--- config.mk ---
export PLATFORM = sky130hd
export DESIGN_NAME = trim_config_shift_loader
export DESIGN_NICKNAME = d
export VERILOG_FILES = /design/src/rtl/nvm_word_store.v /design/src/rtl/trim_config_shift_loader.v
export VERILOG_INCLUDE_DIRS = /design/src /design/src/rtl
export SDC_FILE = /design/constraint.sdc
export NUM_CORES = 1
export LEC_CHECK = 0
export BUFFER_PORTS_ARGS = -buffer_cell sky130_fd_sc_hd__buf_2
export CORE_MARGIN = 3
export CORE_UTILIZATION = 55
export CTS_BUF_LIST = sky130_fd_sc_hd__clkbuf_8 sky130_fd_sc_hd__clkbuf_16
export DETAILED_ROUTE_END_ITERATION = 10
export PLACE_DENSITY = 0.74
export SLEW_MARGIN = 20
export SYNTH_ARGS = -nofsm -noshare
export SYNTH_HDL_FRONTEND = slang
export SYNTH_SLANG_ARGS = --single-unit
export TNS_END_PERCENT = 20
--- constraint.sdc ---
create_clock -name clk_sys_in -period 15.12 [get_ports clk_sys_in]
set_input_delay 3.78 -clock clk_sys_in [delete_from_list [all_inputs] [get_ports clk_sys_in]]
set_output_delay 3.78 -clock clk_sys_in [all_outputs]
set_load 0.05 [all_outputs]
--- src/rtl/trim_loader_defines.vh ---
`ifndef TRIM_LOADER_DEFINES_VH
`define TRIM_LOADER_DEFINES_VH

// width of the serial configuration word
`define CFG_WORD_WIDTH      60
// width of the bit counter, enough to hold the full count
`define CFG_CNT_WIDTH       6
// full count of bits in one frame
`define CFG_FULL_COUNT      6'h3c
// feedback capacitor select field position and width
`define FB_CAP_LSB          30
`define FB_CAP_WIDTH        10
// volatile word after a synchronous reset, before the reload
`define TRIM_RESET_VALUE    60'h000000000000000
// system clock rate in MHz
`define CLK_RATE_MHZ        100
// nonvolatile store programming time in microseconds
`define NVM_PROG_TIME_US    10
// programming time as a count of clock cycles, 10 us at 100 MHz, sized to the timer
`define NVM_PROG_CYCLES     12'h3e8
// width of the programming timer
`define NVM_TIMER_WIDTH     12
// pin levels the synchroniser holds in reset: chip reset high, all else low
`define PIN_IDLE_LEVELS     5'h10
// content of the nonvolatile word before it is ever programmed
`define NVM_INIT_WORD       60'h000000000000000

`endif

--- src/rtl/nvm_word_store.v ---
`timescale 1ns/1ns
`include "trim_loader_defines.vh"

// one nonvolatile word; contents are not touched by reset, only by a program cycle
module nvm_word_store #(
	parameter                        WIDTH      = `CFG_WORD_WIDTH,
	parameter [`NVM_TIMER_WIDTH-1:0] PROG_TICKS = `NVM_PROG_CYCLES,
	parameter [`CFG_WORD_WIDTH-1:0]  INIT_WORD  = `NVM_INIT_WORD
) (
	input  wire             clk_sys_in,
	input  wire             sys_rst_in,
	input  wire             prog_start_in,
	input  wire [WIDTH-1:0] prog_word_in,
	output reg  [WIDTH-1:0] stored_word_out,
	output reg              prog_busy_out
);

	reg [`NVM_TIMER_WIDTH-1:0] timer_q; // cycles left in the program cycle
	reg [WIDTH-1:0]            latch_q; // word being burned
	// the stored cell: starts at the factory content and is never reset,
	// since neither power loss nor chip reset may touch it
	reg [WIDTH-1:0]            cell_q = INIT_WORD[WIDTH-1:0];

	// the output simply shows the cell
	always @* begin
		stored_word_out = cell_q;
	end

	//////////////////////////////////////////////////////////////////////
	// program cycle: word lands in the store only when the timer expires,
	// so a reload during programming still sees the old content
	always @(posedge clk_sys_in) begin
		if (sys_rst_in) begin
			prog_busy_out <= 1'b0;
			timer_q       <= {`NVM_TIMER_WIDTH{1'b0}};
			latch_q       <= {WIDTH{1'b0}};
		end else if (prog_busy_out) begin
			if (timer_q == {{(`NVM_TIMER_WIDTH-1){1'b0}}, 1'b1}) begin
				prog_busy_out   <= 1'b0;
				cell_q          <= latch_q;
			end
			timer_q <= timer_q - {{(`NVM_TIMER_WIDTH-1){1'b0}}, 1'b1};
		end else if (prog_start_in) begin
			prog_busy_out <= 1'b1;
			timer_q       <= PROG_TICKS;
			latch_q       <= prog_word_in;
		end
	end

endmodule // nvm_word_store

--- src/rtl/trim_config_shift_loader.v ---
`timescale 1ns/1ns
`include "trim_loader_defines.vh"

module trim_config_shift_loader #(
	parameter                        WIDTH      = `CFG_WORD_WIDTH,
	parameter [`NVM_TIMER_WIDTH-1:0] PROG_TICKS = `NVM_PROG_CYCLES
) (
	input  wire                     clk_sys_in,
	input  wire                     sys_rst_in,
	input  wire                     serial_clock_in,
	input  wire                     serial_config_in,
	input  wire                     write_strobe_line_in,
	input  wire                     program_mode_select_in,
	input  wire                     chip_reset_line_n_in,
	output reg  [WIDTH-1:0]         trim_word_out,
	output reg  [`FB_CAP_WIDTH-1:0] feedback_cap_select_out,
	output reg                      readback_data_out,
	output reg                      nvm_busy_out,
	output reg                      frame_full_out
);

	// pin bit positions inside the synchroniser vectors
	localparam PIN_SCLK = 0;
	localparam PIN_DATA = 1;
	localparam PIN_WRT  = 2;
	localparam PIN_MODE = 3;
	localparam PIN_RSTN = 4;
	localparam NPINS    = 5;

	// load sequencer states, one-hot
	localparam [2:0] ST_RELOAD = 3'b001; // copy store into volatile word
	localparam [2:0] ST_IDLE   = 3'b010; // shifting and waiting for a strobe
	localparam [2:0] ST_HOLD   = 3'b100; // chip reset held low

	//////////////////////////////////////////////////////////////////////
	// registers and internal nets
	reg  [NPINS-1:0]          meta_q;      // first synchroniser stage
	reg  [NPINS-1:0]          sync_q;      // second stage, safe to use
	reg  [NPINS-1:0]          sync_dly_q;  // one more stage for edge detect
	reg  [WIDTH-1:0]          shift_q;     // incoming word, assembled lsb first
	reg  [`CFG_CNT_WIDTH-1:0] bit_cnt_q;   // bits taken in this frame
	reg  [2:0]                state_q;     // sequencer state
	reg  [2:0]                state_d;     // next sequencer state
	reg                       prog_start_q; // one-cycle request to the store
	wire [WIDTH-1:0]          stored_word; // current nonvolatile content
	wire                      prog_busy;   // store is mid-program
	wire                      sclk_rise;   // serial clock rising edge
	wire                      wrt_rise;    // write strobe rising edge
	wire                      frame_full;  // all bits of a word are in
	wire                      chip_rst_act; // chip reset asserted, synced

	// picks one bit of the volatile word for read-back
	// an index past the last bit reads zero, so read-back after a full frame is quiet
	function readback_bit;
		input [WIDTH-1:0]          word;
		input [`CFG_CNT_WIDTH-1:0] idx;
		begin
			if (idx < `CFG_FULL_COUNT)
				readback_bit = word[idx];
			else
				readback_bit = 1'b0;
		end
	endfunction

	//////////////////////////////////////////////////////////////////////
	// pins come from the host's domain; two flops before any use
	always @(posedge clk_sys_in) begin
		if (sys_rst_in) begin
			// idle levels, so no false edge follows a reset
			meta_q     <= `PIN_IDLE_LEVELS; // reset pin idles high
			sync_q     <= `PIN_IDLE_LEVELS;
			sync_dly_q <= `PIN_IDLE_LEVELS;
		end else begin
			meta_q     <= {chip_reset_line_n_in, program_mode_select_in, write_strobe_line_in,
			               serial_config_in, serial_clock_in};
			sync_q     <= meta_q;
			sync_dly_q <= sync_q;
		end
	end

	//////////////////////////////////////////////////////////////////////
	// edges and levels of the synchronised pins; the third stage feeds the two edges and the strobe falling edge
	assign sclk_rise    = sync_q[PIN_SCLK] & ~sync_dly_q[PIN_SCLK];
	assign wrt_rise     = sync_q[PIN_WRT] & ~sync_dly_q[PIN_WRT];
	assign chip_rst_act = ~sync_q[PIN_RSTN];
	assign frame_full   = (bit_cnt_q == `CFG_FULL_COUNT);

	//////////////////////////////////////////////////////////////////////
	// serial input: each bit enters at the top and moves down, so the
	// first bit sent ends at bit 0 once the whole word is in
	always @(posedge clk_sys_in) begin
		if (sys_rst_in || chip_rst_act) begin
			// power loss or chip reset throws away a partial frame
			shift_q   <= {WIDTH{1'b0}};
			bit_cnt_q <= {`CFG_CNT_WIDTH{1'b0}};
		end else if (sync_dly_q[PIN_WRT] & ~sync_q[PIN_WRT]) begin
			// strobe falling ends the frame; next frame starts at bit 0
			bit_cnt_q <= {`CFG_CNT_WIDTH{1'b0}};
		end else if (sclk_rise && !sync_q[PIN_WRT]) begin
			// clocks while the strobe is high are ignored
			shift_q <= {sync_q[PIN_DATA], shift_q[WIDTH-1:1]};
			// extra clocks past a full word still shift data in; only the count saturates
			if (!frame_full)
				bit_cnt_q <= bit_cnt_q + {{(`CFG_CNT_WIDTH-1){1'b0}}, 1'b1};
		end
	end

	//////////////////////////////////////////////////////////////////////
	// sequencer next state
	always @* begin
		state_d = state_q;
		case (state_q)
			ST_RELOAD: begin
				// a single cycle to copy the store across
				if (chip_rst_act)
					state_d = ST_HOLD;
				else
					state_d = ST_IDLE;
			end
			ST_IDLE: begin
				// shifting goes on here; only a chip reset leaves
				if (chip_rst_act)
					state_d = ST_HOLD;
			end
			ST_HOLD: begin
				// reload happens on release so the word reflects the store then
				if (!chip_rst_act)
					state_d = ST_RELOAD;
			end
			default: begin
				// a lost code recovers through a reload from the store
				state_d = ST_RELOAD;
			end
		endcase
	end

	//////////////////////////////////////////////////////////////////////
	// sequencer state and volatile trim word
	always @(posedge clk_sys_in) begin
		if (sys_rst_in) begin
			// power-up: constant first, store copy a cycle later
			state_q       <= ST_RELOAD;
			trim_word_out <= `TRIM_RESET_VALUE;
			prog_start_q  <= 1'b0;
		end else begin
			state_q      <= state_d;
			prog_start_q <= 1'b0;
			case (state_q)
				ST_RELOAD: begin
					// the stored word becomes the active word
					trim_word_out <= stored_word;
				end
				ST_IDLE: begin
					// a strobe before the word is complete is ignored
					if (wrt_rise && frame_full && !chip_rst_act) begin
						if (sync_q[PIN_MODE]) begin
							// mode select held high: burn the store, active word kept
							if (!prog_busy)
								prog_start_q <= 1'b1;
						end else begin
							trim_word_out <= shift_q;
						end
					end
				end
				ST_HOLD: begin
					// direct-write values are lost while reset is held
					trim_word_out <= `TRIM_RESET_VALUE;
				end
				default: begin
					trim_word_out <= trim_word_out;
				end
			endcase
		end
	end

	//////////////////////////////////////////////////////////////////////
	// field view and status, registered so every output is a flop
	always @(posedge clk_sys_in) begin
		if (sys_rst_in) begin
			feedback_cap_select_out <= {`FB_CAP_WIDTH{1'b0}};
			readback_data_out       <= 1'b0;
			nvm_busy_out            <= 1'b0;
			frame_full_out          <= 1'b0;
		end else begin
			// follows the volatile word one cycle later
			feedback_cap_select_out <= trim_word_out[`FB_CAP_LSB +: `FB_CAP_WIDTH];
			// read-back walks the volatile word bit 0 first, never the store
			readback_data_out       <= readback_bit(trim_word_out, bit_cnt_q);
			// the request cycle counts too, so busy shows no gap before the store starts
			nvm_busy_out            <= prog_busy | prog_start_q;
			// one cycle late, like every status flop
			frame_full_out          <= frame_full;
		end
	end

	//////////////////////////////////////////////////////////////////////
	// nonvolatile store
	// the store takes the frame one cycle after the request; the strobe is
	// still high then, so the shift register cannot move under it
	nvm_word_store #(
		.WIDTH      (WIDTH),
		.PROG_TICKS (PROG_TICKS)
	) u_store (
		.clk_sys_in      (clk_sys_in),
		.sys_rst_in      (sys_rst_in),
		.prog_start_in   (prog_start_q),
		.prog_word_in    (shift_q),
		.stored_word_out (stored_word),
		.prog_busy_out   (prog_busy)
	);

endmodule // trim_config_shift_loader

==> results of run 1 <==
[flip-flops by register name, indices dropped and copies added (netlist names)]
name	flops
shift_q	60
trim_word_out	60
u_store.latch_q	60
u_store.stored_word_out	60
u_store.timer_q	12
feedback_cap_select_out	10
bit_cnt_q	6
meta_q	5
sync_q	5
state_q	3
sync_dly_q	2
frame_full_out	1
nvm_busy_out	1
prog_start_q	1
readback_data_out	1
u_store.prog_busy_out	1
[cell families (layout without fill, tap and decap cells)]
family / Yosys count / after routing / synth area share, %
flops: 288 / 288 / 60.1
fa+ha+maj: 4 / 4 / 0.472
xor+xnor: 8 / 8 / 0.661
simple gates: 397 / 397 / 15.7
buf+inv: 96 / 153 / 3.46
compound gates: 271 / 271 / 16.2
mux: 19 / 19 / 3.45
[layer usage]
metal | global-route usage (%) | share of wire [%] | vias up
li1 | - | - | 3857
met1 | 32.5 | 45 | 3827
met4 | 6.82 | 1.7 | 0
met5 | 0 | 0 | -
met3 | 3.15 | 6.0 | 31
met2 | 36.4 | 47 | 245
[cell usage in the layout, fill, tap and decap left out, drive strengths merged, types with 2 or more instances in the layout]
cell type and instances:
nand2 251, dfxtp 228, a21oi 127, buf 91, nor2 80, a211oi 67
a22oi 61, edfxtp 60, clkbuf 36, nor2b 22, inv 17, mux4 14
nor3 12, clkinv 8, nand2b 8, mux2i 5, xnor2 4, xor2 4
o21ai 4, or2 4, ha 4, nand3 3, nand4 3, or3 3
or4 3, nor4 2, o311ai 2, a311oi 2, nor3b 2
[worst min-delay path by stage]
| stage | start | end | depth (start not counted) |
|---|---|---|---|
| 6_report | meta_q[4] | sync_q[4] | 1 |
| 3_3_place_gp | meta_q[4] | sync_q[4] | 1 |
| 2_1_floorplan | meta_q[4] | sync_q[4] | 1 |
| 3_5_place_dp | meta_q[4] | sync_q[4] | 1 |
| 5_1_grt | meta_q[4] | sync_q[4] | 1 |
| 4_1_cts | meta_q[4] | sync_q[4] | 1 |
[through the flow]
step                      power, uW  utilization, %  instance area (sq um)  cells  hold WS (ps)
after floorplan                1490               -                  10600   1083           389
after global placement         1650            59.1                  11100   1347           394
after detailed placement       1660            59.1                  11100   1347           401
after CTS                      2360            64.1                  12100   1400           416
after global routing           2440            64.1                  12100   1400           423
final                          2340            64.1                  12100   1400           413
[area by class of cell]
cell class                      count  area [sq um]
Clock buffer                       36           845
Clock inverter                     17           100
Fill cell                        1509          6750
Inverter                            9          33.8
Multi-Input combinational cell    699          3920
Sequential cell                   288          6370
Tap cell                          260           325
Timing Repair Buffer               91           488
[worst max-delay path, cell delays in order]
cell and delay [ps]:
buf_4 440, buf_4 640, buf_4 600, nor4_1 110, a22oi_1 210, o21ai_0 110
[power breakdown]
group	switching, uW	internal, uW
clock	286	409
sequential	75.6	871
combinational	528	173
==> results.cfg, run 1 <==
[clock_network]
cts_hold_buf = 0
cts-root-buf = clkbuf_16
clock_latency_ps = 530
cts_resized = 0
numCtsBuffers = 29
htree_levels = 1
cts_sinks = 288
cts_setup_buffers = 0
clock_path_buffers = 3
cts_tree = done
clk_pin_slew_ps = 60

[sta]
fin_setup_tns_ps = 0
fmaxAchievable_mhz = 181
worst_slew_pin_slew_ps = 905
worst_slack_ps = 9600
slew_violations = 0
rsz0062_at_grt = false
finalSetupViolations = 0
fin_worst_skew_ps = 9.35
period_share_pct = 36.5
relSlewSlack_pct = 39.7
period_minus_slack_ps = 5520
hold_viol_final = 0

[setup_path]
worstSetupPathType = in2reg
critPathLaunch = sys_rst_in
r2r_cells = 6
arrival_ps = 5930
rrSetupSlack_ps = 11590
critPathMaxFanout = 63
r2r-start = bit_cnt_q[2]
worstSetupEndpoint = readback_data_out
rr_endpoint = trim_word_out[17]
end_kind = flip-flop
cp.required_ps = 15530
start_kind = primary input

[routing]
vias = 7960
drt_pass1_iterations = 5
drt_iter0_markers = 539
ant_nets = 0
routed_wl_mm = 24.0
drc = 0
wire_per_inst_um = 17.2
viasPerCell = 5.69

[floorplanning]
io_pins = 80
initial_core_util_pct = 56.3
die_area_sq_um = 21000
fp.dieH_um = 145
core_sq_um = 18800
dieWidth_um = 145
row_count = 50

[logic_synthesis]
avgSynthCellArea_sq_um = 9.79
synth_cells = 1083
synth_edf_count = 60
yosysSeqAreaShare_pct = 60.1
ys_ff_latch = 288
synth_cell_types = 43
synthTopCellsByCount = 251 x nand2_1, 228 x dfxtp_1, 127 x a21oi_1
synth_top_area_share_pct = 43.1
synth-main-ff-cell = dfxtp_1
yosysTopAreaCell = dfxtp_1
yosysMostFrequentCell = nand2_1
postSynth.asyncResetShare_pct = 0
synth_area_sq_um = 10600
synth_nets = 1094
synth_warnings = 0
netlist_top_cells_area = dfxtp_1 43%, edfxtp_1 17%, nand2_1 8.9%

[power_and_ir_drop]
p_per_area_nw_per_um2 = 194
peakVddDrop_mv = 0.131
p_leak_uw = 0.00441

[placed_design]
place_ws_ps = 9000
post-dp-hpwl_mm = 13.7
port_buffers = 79
gp_congestion = 0.742

[hold_path]
hp-class = reg2reg

[final_layout]
area_delta_synth_final_pct = 13.9
antennaDiodeCount = 0
final_net_count = 1129
drive_gt1_share_pct = 14.7

[grt]
grt_pass1_vias = 7479
grt_pass1_wl_mm = 38.5
track_usage_pct = 22.8
grt_max_degree = 87
overflow = 0
antenna_found_initial = 0

[run_status]
outcome = finished clean

[job]
cap_violations = 0
(Power assumes the default switching activity.)
==> inputs of run 2 (changes only) <==
Settings changed: CORE_UTILIZATION 55 to 53.
Clock period 15.12 ns to 4.5 ns, I/O delays scaled along.
==> results.cfg, run 2 (synthesized netlist as in run 1, its figures left out) <==
[floorplanning]
die_area_sq_um = 21700
core_sq_um = 19500
initial_core_util_pct = 54.3
dieWidth_um = 147
io_pins = 80
fp.dieH_um = 147
row_count = 51

[placed_design]
post_dp_cell_area_sq_um = 11200
placedCellCount = 1354
post-dp-hpwl_mm = 13.8
port_buffers = 79
gp_congestion = 0.791

[sta]
period_minus_slack_ps = 2960
hold_viol_final = 0
finalSetupViolations = 0
period_share_pct = 65.7
relSlewSlack_pct = 27.7
slew_violations = 0
rsz0062_at_grt = false
fmaxAchievable_mhz = 338
worst_slew_pin_slew_ps = 1080
fin_worst_skew_ps = 10.2
fin_setup_tns_ps = 0

[routing]
drt_iter0_markers = 587
vias = 7883
drt_pass1_iterations = 5
ant_nets = 0
drc = 0
routed_wl_mm = 23.6
wire_per_inst_um = 16.8
viasPerCell = 5.60

[final_layout]
final_common_cell = nand2_1
area_delta_synth_final_pct = 14.8
final_net_count = 1131
antennaDiodeCount = 0
ff_latch_area_sq_um = 6370
fillers = 1582
finish.instance_area_sq_um = 12200
final_cell_mix = 251 x nand2_1, 228 x dfxtp_1, 127 x a21oi_1, 79 x nor2_1, 78 x buf_2
multi_input_area_sq_um = 3930
final_util_pct = 62.3
drive_gt1_share_pct = 15.0
stdcell_count = 1407

[power_and_ir_drop]
peakVddDrop_mv = 0.565
p_per_area_nw_per_um2 = 655
p_leak_uw = 0.00442

[setup_path]
start_kind = flip-flop
arrival_ps = 3100
path_buf_inv = 1
cp.required_ps = 4650
worstPathCellList = or4_4 > or3_4 > or3_4 > nor3_4 > buf_4
cpMaxStageDelayCell = buf_4
end_kind = flip-flop
critPathMaxFanout = 60
critical_path.max_stage_delay_ps = 730
crit_top_cell = or3_4
worstSetupPathType = reg2reg
crit_family = simple AND/OR/NAND/NOR gates

[run_status]
outcome = finished clean

[grt]
overflow = 0
track_usage_pct = 21.4
antenna_found_initial = 0
grt_max_degree = 100
grt_pass1_wl_mm = 38.6
grt_pass1_vias = 7509

[job]
cap_violations = 0

[clock_network]
htree_levels = 1
cts_hold_buf = 0
clock_path_buffers = 3
cts_sinks = 288
cts_tree = done
numCtsBuffers = 29
clk_pin_slew_ps = 60
cts_setup_buffers = 0
cts-root-buf = clkbuf_16
clock_latency_ps = 530
cts_resized = 0

[hold_path]
hp-class = reg2reg
run 2: final timing paths:
check | from | endpoint | slack (ps) | cells past startpoint
worst max-delay path | u_store.timer_q[2] | u_store.stored_word_out[25] | 1540 | 5
worst min-delay path | u_store.latch_q[41] | u_store.stored_word_out[41] | 420 | 0
worst max register to register | u_store.timer_q[2] | u_store.stored_word_out[25] | 1540 | 5
worst min register to register | u_store.latch_q[41] | u_store.stored_word_out[41] | 420 | 0
run 2: metal layers:
layer / wire, um / GRT usage [%]
met5: 0 / 0
met4: 473 / 6.10
met3: 1370 / 3.16
met2: 11200 / 34.6
met1: 10600 / 30.3
run 2: power breakdown:
part	switching (uW)	internal (uW)	leakage (uW)	total [uW]
logic	1750	598	0.00150	2350
registers	239	2930	0.00241	3170
clock network	960	1500	0.000507	2460
run 2: cell type report:
class	instances	area share, %
inverters	9	0.278
flip-flops and latches	288	52.3
well taps	265	2.73
clock inverters	18	1.52
repair buffers	93	4.24
multi-input cells	699	32.3
clock buffers	35	6.64
run 2: metrics by stage:
step	hold WS [ps]	total power (uW)	worst slack, ps
floorplan	389	5000	92.7
global placement	405	5540	1600
global route	436	8320	1450
finish	424	7970	1540
CTS	426	8030	1550
detailed placement	413	5570	1560
